--- src/inc/tss_cfg.svh ---
`ifndef TSS_CFG_SVH
`define TSS_CFG_SVH

// ----------------------------------------------------------------
// serial frame positions, counted in serial clock rising edges
// ----------------------------------------------------------------
`define TSS_CNT_W        5
`define TSS_CNT_ZERO     5'h00
`define TSS_CNT_ONE      5'h01
`define TSS_CNT_MODE     5'h05
`define TSS_CNT_ACQ      5'h05
`define TSS_CNT_REFSEL   5'h06
`define TSS_CNT_CHAN     5'h04
`define TSS_CNT_CTRL_END 5'h08
`define TSS_CNT_END12    5'h14
`define TSS_CNT_END8     5'h10
`define TSS_CNT_CONV_END 5'h15
`define TSS_CNT_FRAME    5'h18
`define TSS_ACQ_CLKS     2'h3

// ----------------------------------------------------------------
// channel select codes
// ----------------------------------------------------------------
`define TSS_CH_TEMP0 3'h0
`define TSS_CH_YPOS  3'h1
`define TSS_CH_BAT   3'h2
`define TSS_CH_Z1    3'h3
`define TSS_CH_Z2    3'h4
`define TSS_CH_XPOS  3'h5
`define TSS_CH_TEMP1 3'h7

// ----------------------------------------------------------------
// converter
// ----------------------------------------------------------------
`define TSS_SAR_W    12
`define TSS_SAR_MSB  12'h800
`define TSS_SAR_ZERO 12'h000

// ----------------------------------------------------------------
// register map (byte addresses) and fields
// ----------------------------------------------------------------
`define TSS_AXI_AW      4
`define TSS_REG_CTRL    4'h0
`define TSS_REG_STATUS  4'h4
`define TSS_REG_RESULT  4'h8
`define TSS_REG_CMD     4'hC
`define TSS_CTRL_EN_BIT 0
`define TSS_CTRL_RST    1'h1
`define TSS_RESP_OKAY   2'h0
`define TSS_RESP_SLVERR 2'h2

`endif

--- src/inc/tss_pkg.sv ---
package tss_pkg;
  typedef enum logic [1:0] {TSS_IDLE, TSS_CTRL, TSS_CONV, TSS_TAIL} tss_state_t;
  typedef logic [2:0] tss_chan_t;
  typedef logic [11:0] tss_word_t;
endpackage

--- src/rtl/tss_sar.sv ---
`timescale 1ns/1ps
`include "tss_cfg.svh"
module tss_sar (
  input  wire logic              clk,      // system clock
  input  wire logic              rst,      // async reset, high
  input  wire logic              load,     // start a new approximation
  input  wire logic              step,     // resolve one bit
  input  wire logic              comp_in,  // input above trial level
  output tss_pkg::tss_word_t     trial,    // trial word to the dac
  output tss_pkg::tss_word_t     value     // bits resolved so far
);
  import tss_pkg::*;

  tss_word_t mask;

  // ----------------------------------------------------------------
  // successive approximation
  // ----------------------------------------------------------------
  always_ff @(posedge clk or posedge rst) begin
    if (rst) begin
      trial <= `TSS_SAR_ZERO;
      mask  <= `TSS_SAR_ZERO;
    end else if (load) begin
      trial <= `TSS_SAR_MSB;
      mask  <= `TSS_SAR_MSB;
    end else if (step && mask != `TSS_SAR_ZERO) begin
      // keep the bit when input is above, then try the next lower one
      trial <= (comp_in ? trial : (trial & ~mask)) | (mask >> 1);
      mask  <= mask >> 1;
    end
  end

  assign value = trial & ~mask;
endmodule

--- src/rtl/tss_top.sv ---
// Implementation choices: the placing of the registers and register access over AXI4-Lite.
`timescale 1ns/1ps
`include "tss_cfg.svh"
module tss_top (
  input  wire logic                    CLK_SYS,          // system clock, 100 MHz
  input  wire logic                    SYS_RST,          // async reset, high
  input  wire logic                    SERIAL_CLOCK_IN,  // host serial clock
  input  wire logic                    SERIAL_DATA_IN,   // host control bits
  output logic                         SERIAL_DATA_OUT,  // result bits
  input  wire logic                    COMP_IN,          // comparator, input above trial
  output tss_pkg::tss_word_t           DAC_TRIAL,        // trial word to the dac
  output tss_pkg::tss_chan_t           MUX_SEL,          // channel to the converter
  output logic                         SAMPLE_HOLD,      // high holds the sample
  output logic                         REF_DIFF,         // ratiometric reference on
  output logic                         DRV_XP,           // x+ driver on
  output logic                         DRV_XN,           // x- driver on
  output logic                         DRV_YP,           // y+ driver on
  output logic                         DRV_YN,           // y- driver on
  output logic                         TEMP_BIAS_LO,     // diode bias, low current
  output logic                         TEMP_BIAS_HI,     // diode bias, 91x current
  output logic                         PEN_DIODE_ON,     // pen detect diode as sensor
  output logic                         BAT_DIV_ON,       // battery divider on
  input  wire logic [`TSS_AXI_AW-1:0]  S_AXI_AWADDR,     // write address
  input  wire logic                    S_AXI_AWVALID,    // write address valid
  output logic                         S_AXI_AWREADY,    // write address ready
  input  wire logic [31:0]             S_AXI_WDATA,      // write data
  input  wire logic [3:0]              S_AXI_WSTRB,      // write strobes
  input  wire logic                    S_AXI_WVALID,     // write data valid
  output logic                         S_AXI_WREADY,     // write data ready
  output logic [1:0]                   S_AXI_BRESP,      // write response
  output logic                         S_AXI_BVALID,     // write response valid
  input  wire logic                    S_AXI_BREADY,     // write response ready
  input  wire logic [`TSS_AXI_AW-1:0]  S_AXI_ARADDR,     // read address
  input  wire logic                    S_AXI_ARVALID,    // read address valid
  output logic                         S_AXI_ARREADY,    // read address ready
  output logic [31:0]                  S_AXI_RDATA,      // read data
  output logic [1:0]                   S_AXI_RRESP,      // read response
  output logic                         S_AXI_RVALID,     // read data valid
  input  wire logic                    S_AXI_RREADY      // read data ready
);
  import tss_pkg::*;

  // ----------------------------------------------------------------
  // serial clock edges
  // ----------------------------------------------------------------
  logic sclk_q;
  logic rise;
  logic fall;

  always_ff @(posedge CLK_SYS or posedge SYS_RST) begin
    if (SYS_RST) sclk_q <= 1'b0;
    else         sclk_q <= SERIAL_CLOCK_IN;
  end

  assign rise = SERIAL_CLOCK_IN & ~sclk_q;
  assign fall = ~SERIAL_CLOCK_IN & sclk_q;

  // ----------------------------------------------------------------
  // frame sequencer
  // ----------------------------------------------------------------
  tss_state_t             st;
  logic [`TSS_CNT_W-1:0]  cnt;
  logic [`TSS_CNT_W-1:0]  next_cnt;
  logic [7:0]             cmd_shift;
  logic [7:0]             cmd_last;
  tss_chan_t              chan;
  logic                   res8;
  logic                   ref_se;
  logic                   ctrl_en;
  logic                   acq;
  logic                   step;
  logic                   load;
  logic [`TSS_CNT_W-1:0]  conv_lim;

  assign next_cnt = cnt + `TSS_CNT_ONE;

  always_ff @(posedge CLK_SYS or posedge SYS_RST) begin
    if (SYS_RST) begin
      st  <= TSS_IDLE;
      cnt <= `TSS_CNT_ZERO;
    end else if (rise) begin
      case (st)
        TSS_IDLE: begin
          if (ctrl_en && SERIAL_DATA_IN) begin
            st  <= TSS_CTRL;
            cnt <= `TSS_CNT_ONE;
          end
        end
        TSS_CTRL: begin
          cnt <= next_cnt;
          if (next_cnt == `TSS_CNT_CTRL_END) st <= TSS_CONV;
        end
        TSS_CONV: begin
          cnt <= next_cnt;
          if (next_cnt == `TSS_CNT_CONV_END) st <= TSS_TAIL;
        end
        TSS_TAIL: begin
          if (next_cnt == `TSS_CNT_FRAME) begin
            st  <= TSS_IDLE;
            cnt <= `TSS_CNT_ZERO;
          end else begin
            cnt <= next_cnt;
          end
        end
        default: begin
          st  <= TSS_IDLE;
          cnt <= `TSS_CNT_ZERO;
        end
      endcase
    end
  end

  // control byte capture, msb first
  always_ff @(posedge CLK_SYS or posedge SYS_RST) begin
    if (SYS_RST) begin
      cmd_shift <= '0;
      cmd_last  <= '0;
    end else if (rise && st == TSS_IDLE && ctrl_en && SERIAL_DATA_IN) begin
      cmd_shift <= 8'h01;
    end else if (rise && st == TSS_CTRL) begin
      cmd_shift <= {cmd_shift[6:0], SERIAL_DATA_IN};
      if (next_cnt == `TSS_CNT_CTRL_END) cmd_last <= {cmd_shift[6:0], SERIAL_DATA_IN};
    end
  end

  // fields are latched as soon as their last bit arrives
  always_ff @(posedge CLK_SYS or posedge SYS_RST) begin
    if (SYS_RST) begin
      chan   <= '0;
      res8   <= 1'b0;
      ref_se <= 1'b1;
    end else if (rise && st == TSS_CTRL) begin
      if (next_cnt == `TSS_CNT_CHAN)   chan   <= {cmd_shift[1:0], SERIAL_DATA_IN};
      if (next_cnt == `TSS_CNT_MODE)   res8   <= SERIAL_DATA_IN;
      if (next_cnt == `TSS_CNT_REFSEL) ref_se <= SERIAL_DATA_IN;
    end
  end

  // acquisition: from the mode bit to the end of the control byte
  assign acq = (st == TSS_CTRL) && (cnt >= `TSS_CNT_ACQ);

  // ----------------------------------------------------------------
  // analog switch controls
  // ----------------------------------------------------------------
  logic drv_phase;
  logic temp_ch;

  // single-ended drops the drivers at hold; ratiometric keeps them
  assign drv_phase = acq || (st == TSS_CONV && !ref_se);
  assign temp_ch   = (chan == `TSS_CH_TEMP0) || (chan == `TSS_CH_TEMP1);

  always_comb begin
    DRV_XP = 1'b0;
    DRV_XN = 1'b0;
    DRV_YP = 1'b0;
    DRV_YN = 1'b0;
    if (drv_phase) begin
      case (chan)
        `TSS_CH_YPOS: begin
          DRV_YP = 1'b1;
          DRV_YN = 1'b1;
        end
        `TSS_CH_XPOS: begin
          DRV_XP = 1'b1;
          DRV_XN = 1'b1;
        end
        `TSS_CH_Z1, `TSS_CH_Z2: begin
          DRV_YP = 1'b1;
          DRV_XN = 1'b1;
        end
        default: begin
          DRV_XP = 1'b0;
        end
      endcase
    end
  end

  assign MUX_SEL      = chan;
  assign SAMPLE_HOLD  = (st == TSS_CONV);
  assign REF_DIFF     = (acq || st == TSS_CONV) && !ref_se;
  assign TEMP_BIAS_LO = acq && chan == `TSS_CH_TEMP0;
  assign TEMP_BIAS_HI = acq && chan == `TSS_CH_TEMP1;
  assign PEN_DIODE_ON = (acq || st == TSS_CONV) && temp_ch;
  // divider draws battery current, so only while sampling
  assign BAT_DIV_ON   = acq && chan == `TSS_CH_BAT;

  // ----------------------------------------------------------------
  // conversion and result shift
  // ----------------------------------------------------------------
  tss_word_t sar_value;
  tss_word_t result;
  logic      pend_bit;
  logic      pend_valid;
  logic      res8_last;
  logic [15:0] conv_count;

  assign conv_lim = res8 ? `TSS_CNT_END8 : `TSS_CNT_END12;
  assign load     = rise && st == TSS_CTRL && next_cnt == `TSS_CNT_CTRL_END;
  assign step     = rise && st == TSS_CONV && cnt < conv_lim;

  tss_sar u_sar (
    .clk     (CLK_SYS),
    .rst     (SYS_RST),
    .load    (load),
    .step    (step),
    .comp_in (COMP_IN),
    .trial   (DAC_TRIAL),
    .value   (sar_value)
  );

  // bit decided on a rise is shown from the following fall
  always_ff @(posedge CLK_SYS or posedge SYS_RST) begin
    if (SYS_RST) begin
      pend_bit        <= 1'b0;
      pend_valid      <= 1'b0;
      SERIAL_DATA_OUT <= 1'b0;
    end else if (step) begin
      pend_bit   <= COMP_IN;
      pend_valid <= 1'b1;
    end else if (fall) begin
      SERIAL_DATA_OUT <= pend_valid & pend_bit;
      pend_valid      <= 1'b0;
    end
  end

  always_ff @(posedge CLK_SYS or posedge SYS_RST) begin
    if (SYS_RST) begin
      result     <= '0;
      res8_last  <= 1'b0;
      conv_count <= '0;
    end else if (rise && st == TSS_CONV && next_cnt == `TSS_CNT_CONV_END) begin
      result     <= res8 ? {4'h0, sar_value[11:4]} : sar_value;
      res8_last  <= res8;
      conv_count <= conv_count + 16'h0001;
    end
  end

  // ----------------------------------------------------------------
  // register slave
  // ----------------------------------------------------------------
  logic                   aw_held;
  logic                   w_held;
  logic [`TSS_AXI_AW-1:0] aw_addr;
  logic [31:0]            w_data;
  logic [3:0]             w_strb;
  logic                   do_write;

  assign S_AXI_AWREADY = !aw_held;
  assign S_AXI_WREADY  = !w_held;
  assign do_write      = aw_held && w_held && !S_AXI_BVALID;

  always_ff @(posedge CLK_SYS or posedge SYS_RST) begin
    if (SYS_RST) begin
      aw_held <= 1'b0;
      aw_addr <= '0;
    end else if (S_AXI_AWVALID && !aw_held) begin
      aw_held <= 1'b1;
      aw_addr <= S_AXI_AWADDR;
    end else if (do_write) begin
      aw_held <= 1'b0;
    end
  end

  always_ff @(posedge CLK_SYS or posedge SYS_RST) begin
    if (SYS_RST) begin
      w_held <= 1'b0;
      w_data <= '0;
      w_strb <= '0;
    end else if (S_AXI_WVALID && !w_held) begin
      w_held <= 1'b1;
      w_data <= S_AXI_WDATA;
      w_strb <= S_AXI_WSTRB;
    end else if (do_write) begin
      w_held <= 1'b0;
    end
  end

  always_ff @(posedge CLK_SYS or posedge SYS_RST) begin
    if (SYS_RST) begin
      S_AXI_BVALID <= 1'b0;
      S_AXI_BRESP  <= `TSS_RESP_OKAY;
    end else if (do_write) begin
      S_AXI_BVALID <= 1'b1;
      S_AXI_BRESP  <= (aw_addr == `TSS_REG_CTRL || aw_addr == `TSS_REG_STATUS ||
                       aw_addr == `TSS_REG_RESULT || aw_addr == `TSS_REG_CMD) ?
                      `TSS_RESP_OKAY : `TSS_RESP_SLVERR;
    end else if (S_AXI_BREADY) begin
      S_AXI_BVALID <= 1'b0;
    end
  end

  // enable only gates new frames; a frame under way always finishes
  always_ff @(posedge CLK_SYS or posedge SYS_RST) begin
    if (SYS_RST) ctrl_en <= `TSS_CTRL_RST;
    else if (do_write && aw_addr == `TSS_REG_CTRL && w_strb[0])
      ctrl_en <= w_data[`TSS_CTRL_EN_BIT];
  end

  assign S_AXI_ARREADY = !S_AXI_RVALID;

  always_ff @(posedge CLK_SYS or posedge SYS_RST) begin
    if (SYS_RST) begin
      S_AXI_RVALID <= 1'b0;
      S_AXI_RDATA  <= '0;
      S_AXI_RRESP  <= `TSS_RESP_OKAY;
    end else if (S_AXI_ARVALID && !S_AXI_RVALID) begin
      S_AXI_RVALID <= 1'b1;
      S_AXI_RRESP  <= `TSS_RESP_OKAY;
      case (S_AXI_ARADDR)
        `TSS_REG_CTRL:   S_AXI_RDATA <= {31'h0, ctrl_en};
        `TSS_REG_STATUS: S_AXI_RDATA <= {19'h0, cnt, 3'h0, SAMPLE_HOLD, acq, 1'b0, st};
        `TSS_REG_RESULT: S_AXI_RDATA <= {15'h0, res8_last, 4'h0, result};
        `TSS_REG_CMD:    S_AXI_RDATA <= {conv_count, 8'h0, cmd_last};
        default: begin
          S_AXI_RDATA <= '0;
          S_AXI_RRESP <= `TSS_RESP_SLVERR;
        end
      endcase
    end else if (S_AXI_RREADY) begin
      S_AXI_RVALID <= 1'b0;
    end
  end

  // ----------------------------------------------------------------
  // checks
  // ----------------------------------------------------------------
  logic [1:0] acq_rises;

  always_ff @(posedge CLK_SYS or posedge SYS_RST) begin
    if (SYS_RST)          acq_rises <= '0;
    else if (rise && acq) acq_rises <= acq_rises + 2'h1;
    else if (!acq)        acq_rises <= '0;
  end
endmodule

--- config.mk ---
export PLATFORM = sky130hd
export DESIGN_NAME = tss_top
export DESIGN_NICKNAME = d
export VERILOG_FILES = /design/src/inc/tss_pkg.sv /design/src/rtl/tss_sar.sv /design/src/rtl/tss_top.sv
export VERILOG_INCLUDE_DIRS = /design/src /design/src/inc
export SDC_FILE = /design/constraint.sdc
export NUM_CORES = 1
export LEC_CHECK = 0
export ABC_AREA = 1
export BUFFER_PORTS_ARGS = -buffer_cell sky130_fd_sc_hd__buf_2
export CAP_MARGIN = 15
export CORE_MARGIN = 3
export CORE_UTILIZATION = 50
export DETAILED_ROUTE_END_ITERATION = 12
export GPL_TIMING_DRIVEN = 0
export PLACE_DENSITY = 0.85
export SKIP_CTS_REPAIR_TIMING = 1
export SLEW_MARGIN = 25
export SYNTH_ARGS = -nofsm -noshare
export SYNTH_HDL_FRONTEND = slang
export SYNTH_SLANG_ARGS = --single-unit
--- constraint.sdc ---
create_clock -name CLK_SYS -period 6.7 [get_ports CLK_SYS]
set_clock_uncertainty 0.2 [all_clocks]
set_input_delay 1.005 -clock CLK_SYS [delete_from_list [all_inputs] [get_ports CLK_SYS]]
set_output_delay 1.005 -clock CLK_SYS [all_outputs]
set_load 0.005 [all_outputs]
=== Word-level counts from Yosys, hierarchy flattened ===
Index checks and enable logic that the tools add are counted.

* Register bits: 131
* Input bits: 54
* Output and inout bits: 67

* Add/sub/neg operators: 2
* Order comparisons: 2
* Equal/unequal tests: 25
* Multiplexer cells: 37
* Bitwise logic cells: 10
* Reduce and logical (&&, ||, !) cells: 58

{| class="wikitable"
|+ Operators with widths
! kind !! number
|-
| $pmux W32 S4 || 1
|-
| $mux W12 || 6
|-
| $logic_and A1 B1 Y1 || 24
|-
| $mux W1 || 17
|-
| $add A16 B1 Y16 const B || 1
|-
| $eq A4 B4 Y1 const B || 4
|-
| $eq A5 B3 Y1 const B || 3
|-
| $pmux W5 S3 || 1
|-
| $mux W7 || 2
|-
| $reduce_bool A2 Y1 || 7
|-
| $and A12 B12 Y12 || 1
|-
| $mux W2 || 6
|-
| $not A12 Y12 || 1
|-
| $or A12 B11 Y12 || 1
|-
| $reduce_bool A12 Y1 || 1
|-
| $eq A5 B5 Y1 const B || 2
|-
| $mux W5 || 2
|-
| $reduce_and A2 Y1 || 5
|-
| $eq A3 B3 Y1 const B || 3
|-
| $eq A4 B3 Y1 const B || 2
|-
| $logic_not A4 Y1 || 2
|-
| $pmux W2 S4 || 1
|-
| $eq A3 B2 Y1 const B || 2
|-
| $logic_or A1 B1 Y1 || 6
|-
| 20 further kinds || 33
|}

=== Longest topological paths before layout ===
Gate-level depths: netlist (run 1).

* Word-level depth: 7
* Mapped depth: 12
* Mapped depth without buffers: 12

=== Cells and area by module ===
From an unflattened synthesis (run 1), not the netlist that was laid out.

* Cells, all modules: 740
* Area total of the unflattened synthesis: 6164.7 sq um

{| class="wikitable"
|+ By module, submodules not included
! module !! instances !! cells an instance !! area an instance (sq um) !! seq. area each (sq um)
|-
| tss_top || 1 || 584 || 4994.8 || 2555.0
|-
| tss_sar || 1 || 156 || 1169.9 || 600.6
|}

=== Worst setup path before layout (run 1) ===
No wires, ideal clock.

* Path type: reg-to-output
* Start: register cnt[1]
* End: output DRV_YP
* Arrival: 1337 ps
* Required time: 5495 ps
* Setup slack: 4158 ps
* Stages on the path, launching flop included: 9
* Path buffers: 0
* Cell sequence: dfrtp_1 > inv_1 > ha_1 > o31ai_1 > nand2_1 > nand2_1 > inv_1 > nor2_1 > a21oi_1

* Longest elaborated chain between the ends: 4

{| class="wikitable"
|+ Ends and longest elaborated chain
! element !! line !! RTL
|-
| from (decl) || tss_top.sv:62 || <nowiki>logic [`TSS_CNT_W-1:0] cnt;</nowiki>
|-
| from (signal assigned) || tss_top.sv:80 || <nowiki>cnt <= `TSS_CNT_ZERO;</nowiki>
|-
| from (signal assigned) || tss_top.sv:86 || <nowiki>cnt <= `TSS_CNT_ONE;</nowiki>
|-
| from (signal assigned) || tss_top.sv:90 || <nowiki>cnt <= next_cnt;</nowiki>
|-
| $ge A5 B3 Y1 (no line) || n/a ||
|-
| $logic_and A1 B1 Y1 || tss_top.sv:140 || <nowiki>assign acq = (st == TSS_CTRL) && (cnt >= `TSS_CNT_ACQ);</nowiki>
|-
| $logic_or A1 B1 Y1 || tss_top.sv:149 || <nowiki>assign drv_phase = acq || (st == TSS_CONV && !ref_se);</nowiki>
|-
| $mux W1 || tss_top.sv:157 || <nowiki>if (drv_phase) begin</nowiki>
|-
| to (decl) || tss_top.sv:17 || <nowiki>output logic DRV_YP,</nowiki>
|}

No other way between the ends.

=== Final worst setup path (run 1) ===
Same ends and word-level chain as after synthesis.

==> metrics, run 1 <==
Setup Crit Path Kind=register to output port; initial antenna violation count=0; commonest non-fill, non-tap cell in the layout=nand2_1; Max Fclk=289 MHz; clock power share=between 30% and 40%; Ys Warns=0; Sw Pwr=around 900 uW; Critical R2R Launch=st[0]; Critical Path RT=roughly 5.5 ns; Tot GR Track Use=22.6%; DRT antenna net count=0; Buffers on Ports=81; Int Pwr=1.74 mW; Clock Sinks=around 130; final worst-path cycle share=roughly half; peak supply drop=0.215 mV; Synth-to-Final Area Change=19.9%; Net Sw Frac=34.4%; GPL Wtd Cong=approximately 0.94; static leakage=about 3.8 nW; TNS Setup=0 ns; Pins Over Slew Limit=0; final instance area=slightly above 7000 sq um; Min Clock Period, post-route=between 3 and 4 ns; clk slew on worst S/H paths=roughly 0.06 ns; Worst slew margin=64.3%; layout cells sized above 1=between 10% and 20%; largest net degree at the start of global routing=between 90 and 100; type of origin of the critical path=register; Power Density=about 360 nW/um^2; number of nets in the layout=about 900; # DRC=0; power share of the combinational group=a little over a quarter; H-tree depth=4; root buf cell=clkbuf_16; area leader, netlist=dfrtp_1; Synth top area share=about half; placed inst area=6700 sq um; r2r setup slk=between 4 and 5 ns; Detailed Routing Iterations Pass 1=5; FILL cells=~940; Hold WS=about 0.27 ns; reg2reg end=u_sar.trial[2]; Core Util, Final=between 60% and 70%; total global routing overflow=0; Routed WL per cell=between 10 and 15 um; kind of end point of the critical path=output port; via-per-instance ratio=~5.4; Worst Max-Slew Pin Slew=0.535 ns; largest cells by area after synthesis=dfrtp_1, nand2_1, inv_1; RSZ-0062 raised after global routing=false; area of the core=about 12000 sq um; hold depth=2; global-route wire length before repair=roughly 24000 um; Num CTS Buffers=17; Flop pwr share=39.7%; Vias=5325; start point of the worst hold path=conv_count[15]; Reg area=about 3200 sq um; area of the mapped netlist=approximately 6100 sq um; Hold EP=conv_count[15]; vias in the first global route=just under 5000; commonest non-fill, non-tap cells in the layout=nand2_1, dfrtp_1, buf_2, inv_1, nor2_1; critical-path maximum fanout=6; post-synthesis sequential area ratio=a little over half; min setup slack post-route=~3.2 ns; Worst Path Arrival=around 2.3 ns; HP Class=register to register; Die X=~120 um; Die ar.=~13000 sq um; Distinct cells, synth=36; syn_area_per_cell=8.31 sq um; I/O pins=approximately 120; post-DP HPWL=between 10000 and 15000 um; multi-input logic area=~2400 sq um; Syn Inst Count=730; Die Ht=about 120 um; status=finished, final reports clean; antenna cells=0; WL final=14400 um; std cell rows=39; # setup viols final=0; pre-CTS setup slack=between 3 and 4 ns; max cap viols=0; initial core utilization=52.2%; 1st-iter DRT viols=531; CTS tree=done; worst reg2reg path depth=10; CTS max path bufs=2; Clk Latency, worst-skew pair=between 0.4 and 0.5 ns; register bit count reported by yosys=roughly 130; final hold viol count=0
==> registers in the layout, indices dropped and copies added, names as in the netlist, 2 cells and up <==
register and count:
cmd_shift 7, u_sar.trial 12, conv_count 16, aw_addr 4
cnt 5, MUX_SEL 3, result 12, cmd_last 8
u_sar.mask 12, st 2, S_AXI_RDATA 29
==> cells in the mapped netlist <==
cell / n
a21oi_1: 25
a31oi_1: 1
buf_2: 4
buf_4: 7
buf_6: 4
clkbuf_1: 11
clkinv_1: 1
conb_1: 1
dfrtp_1: 124
dfstp_2: 2
ha_1: 9
inv_1: 78
inv_2: 5
inv_4: 1
mux2_2: 7
nand2_1: 201
nand2_2: 6
nand2_4: 1
nand3_1: 43
nand4_1: 12
nor2_1: 53
nor2_2: 1
nor2_4: 3
nor2_8: 1
nor3_1: 9
nor4_1: 2
o211ai_1: 1
o21a_1: 1
o21ai_0: 49
o21ai_1: 27
o21bai_1: 3
o22ai_1: 13
o31ai_1: 11
or2_2: 1
xnor2_1: 2
xor2_1: 10
==> power by group through the flow <==
stage                     clock network [mW]  registers [mW]  logic, mW
after floorplan                            0            1.04      0.485
after CTS                              0.906            1.05      0.703
after global placement                     0            1.06      0.673
after global routing                   0.943            1.08      0.796
final                                  0.895            1.05      0.706
after detailed placement                   0            1.06      0.696
==> kinds of logic after synthesis <==
| kind of cell | count (synthesis) | synth area share, % |
|---|---|---|
| fa+ha+maj | 9 | 1.86 |
| xor+xnor | 12 | 1.73 |
| buf+inv | 111 | 7.92 |
| mux | 7 | 1.30 |
| compound gates | 131 | 11.8 |
| simple gates | 333 | 23.3 |
| flops | 126 | 52.0 |
| other cells | 1 | 0.0618 |
==> critical path, stage by stage, from the launching register on <==
cell and delay [ns]:
dfrtp_1 0.42, inv_1 0.13, ha_1 0.23, o31ai_1 0.25, nand2_1 0.09, nand2_1 0.20
inv_1 0.08, nor2_1 0.23, a21oi_1 0.06, buf_2 0.13
==> through the flow <==
step	instances	total power, mW
global route	991	2.82
detailed placement	959	1.76
CTS	991	2.66
global placement	958	1.73
finish	991	2.65
floorplan	734	1.52
==> how the worst max path moves through the flow <==
stage                     depth (start not counted)     from             to  slack, ns
after floorplan                                   1  SYS_RST     MUX_SEL[0]       2.14
after global placement                            2  SYS_RST  u_sar.mask[2]       0.82
after detailed placement                          9   cnt[1]         DRV_XP       3.74
after CTS                                         9   cnt[1]         DRV_XP       3.27
after global routing                              9   cnt[1]         DRV_XP       2.99
final                                             9   cnt[1]         DRV_YP       3.24
==> layout make-up <==
| class | instances | share of cell area (%) |
|---|---|---|
| flip-flops and latches | 126 | 43.4 |
| multi-input cells | 497 | 33.6 |
| clock buffers | 19 | 5.95 |
| repair buffers | 82 | 5.95 |
| inverters | 85 | 4.53 |
| well taps | 143 | 2.46 |
| plain buffers | 26 | 2.19 |
| clock inverters | 13 | 1.91 |
==> layer usage <==
layer	GRT usage (%)	share of wire [%]	vias to the layer above
met5	0	0	-
met4	8.51	1.9	0
met3	5.39	7.4	29
met2	34.4	46	239
met1	31.7	45	2489
li1	-	-	2568
Note: power is estimated with default switching activity, not from simulation.
==> run 2, diff against run 1 <==
- ABC_AREA: 1 -> 0
- PLACE_DENSITY: 0.85 -> 0.88
- clock period: 6.7 -> 2.83 ns (I/O delays scaled with it)
==> metrics, run 2 <==
RSZ-0062 raised after global routing=false; Vias=about 4700; CP peak stage delay=between 0.4 and 0.5 ns; number of nets in the layout=roughly 700; Clock Sinks=~130; via-per-instance ratio=about 5.8; CTS tree=done; register bit count reported by yosys=126; hold depth=2; Critical Path RT=approximately 2.2 ns; Worst path slowest cell=dfrtp_2; largest net degree at the start of global routing=34; most flop-heavy register=S_AXI_RDATA; Distinct cells, synth=57; Worst slew margin=roughly half; area of the mapped netlist=just under 6000 sq um; Worst Path Arrival=around 2.1 ns; type of origin of the critical path=register; antenna cells=0; Worst Max-Slew Pin Slew=between 0.7 and 0.8 ns; DRT antenna net count=0; post-DP HPWL=approximately 10000 um; initial antenna violation count=0; final hold viol count=0; global-route wire length before repair=around 23000 um; Buffers on Ports=between 80 and 90; Critical R2R Launch=st[0]; most frequent CP cell=o31a_1; reg2reg end=u_sar.trial[6]; # setup viols final=0; critical-path maximum fanout=5; Power Density=around 840 nW/um^2; Die Ht=between 100 and 150 um; GPL Wtd Cong=0.959; final std cells w/o fill=~810; final worst-path cycle share=between 90% and 100%; ys async rst share=100%; initial core utilization=51.3%; post-synthesis sequential area ratio=53.6%; worst path cell trace=buf_4 -> o31a_1 -> o31a_1 -> a21oi_2 -> nor3b_1 -> buf_2; Hold EP=S_AXI_RVALID; r2r setup slk=~0.14 ns; Die ar.=between 10000 and 15000 sq um; HP Class=primary input to register; kind of end point of the critical path=output port; commonest non-fill, non-tap cell in the layout=dfrtp_1; top cells by count, synth=dfrtp_1, nand2_1, nor2_1; WL final=about 14000 um; placed cells=~780; max cap viols=0; Critical Path Source=cnt[0]; root buf cell=clkbuf_16; ys flop type=dfrtp_1; worst reg2reg path depth=8; Synth-to-Final Area Change=23.0%; area of the core=between 10000 and 15000 sq um; Pins Over Slew Limit=0; total global routing overflow=0; syn_area_per_cell=~11 sq um; CTS max path bufs=2; FILL cells=between 800 and 900; number of flops mapped to enable cells by yosys=0; peak supply drop=0.651 mV; Clk Latency, worst-skew pair=around 0.41 ns; TNS Setup=0 ns; Ys Warns=0; Num CTS Buffers=17; Synth top area share=a little over half; area leader, netlist=dfrtp_1; status=finished, final reports clean; start point of the worst hold path=S_AXI_RREADY; max reg flops=29; H-tree depth=4; # DRC=0; std cell rows=39; layout cells sized above 1=26.2%; Detailed Routing Iterations Pass 1=7; Min Clock Period, post-route=~2.7 ns; Setup Crit Path Kind=register to output port; biggest regs=S_AXI_RDATA (29), conv_count (16); largest cells by area after synthesis=dfrtp_1, nand2_1, mux2_2; Routed WL per cell=between 15 and 20 um; Max Fclk=between 300 and 400 MHz; commonest non-fill, non-tap cells in the layout=dfrtp_1, buf_2, nand2_1, nor2_1, a21oi_1; I/O pins=121; most frequent cell after synthesis=dfrtp_1; 1st-iter DRT viols=372; Syn Inst Count=approximately 540; static leakage=~3.6 nW; Core Util, Final=63.2%; clk slew on worst S/H paths=~0.06 ns; vias in the first global route=~4700; Die X=115 um; Tot GR Track Use=between 20% and 30%
[run 2: changes by cell type after synthesis, sizes merged, moves of 20 or more]
cell and delta:
nor2 -20, inv -59, mux2 +29, o21ai -47, nand3 -31, nand2 -145
[run 2: kinds of logic (layout without fill, tap and decap cells)]
family                   after synthesis  in the layout  synth area share, %
flip-flops                           126            126                 53.6
buffers and inverters                 50            171                 3.85
AO/OA/AOI/OAI                        119            119                 13.4
multiplexers                          53             53                 10.5
AND/OR/NAND/NOR                      169            169                 14.2
adder cells (fa/ha/maj)                9              9                 1.91
other                                  1              5               0.0637
XOR/XNOR                              16             16                 2.51
[run 2: final cells by class]
cell class	instances	area, sq um	area share (%)
Multi-Input combinational cell	371	2530	35.0
Clock inverter	14	168	2.31
Buffer	25	133	1.83
Timing Repair Buffer	89	536	7.39
Sequential cell	126	3160	43.6
Tap cell	143	179	2.47
Clock buffer	18	439	6.06
Inverter	25	97.6	1.35
[run 2: how the worst max path moves through the flow]
stage | to
floorplan | res8_last
global placement | u_sar.trial[3]
detailed placement | u_sar.trial[6]
CTS | DRV_YN
global route | DRV_YN
finish | DRV_YN
[run 2: critical path, delay by kind of cell, from the launching register on]
family | cells | cell delay (ns)
AO/OA/AOI/OAI | 3 | 0.85
AND/OR/NAND/NOR | 1 | 0.09
buffers and inverters | 2 | 0.33
flip-flops | 1 | 0.43
[run 2: power breakdown]
part | internal (mW) | switching, mW
Clock | 1.41 | 0.806
Sequential | 2.08 | 0.216
Combinational | 0.654 | 0.941
Total | 4.14 | 1.96
[run 2: metrics by stage]
stage | worst slack [ns] | hold WS [ns] | instance area (sq um) | total power [mW]
global placement | -0.00899 | 0.256 | 6490 | 3.71
CTS | -0.185 | -0.144 | 7190 | 6.04
finish | 0.0979 | 0.00205 | 7240 | 6.10
floorplan | 0.514 | 0.242 | 5910 | 3.33
global route | 0.00327 | 0.00374 | 7240 | 6.39
detailed placement | 0.0315 | 0.265 | 6590 | 3.82
[run 2: routing by layer]
metal / vias up / wire, um / track usage (%) / share of wire, %
met5: - / 0 / 0 / 0
met2: 212 / 6960 / 36.9 / 49
met3: 35 / 1070 / 5.34 / 7.6
met1: 2287 / 5820 / 29.2 / 41
met4: 0 / 312 / 7.52 / 2.2
li1: 2143 / - / - / -
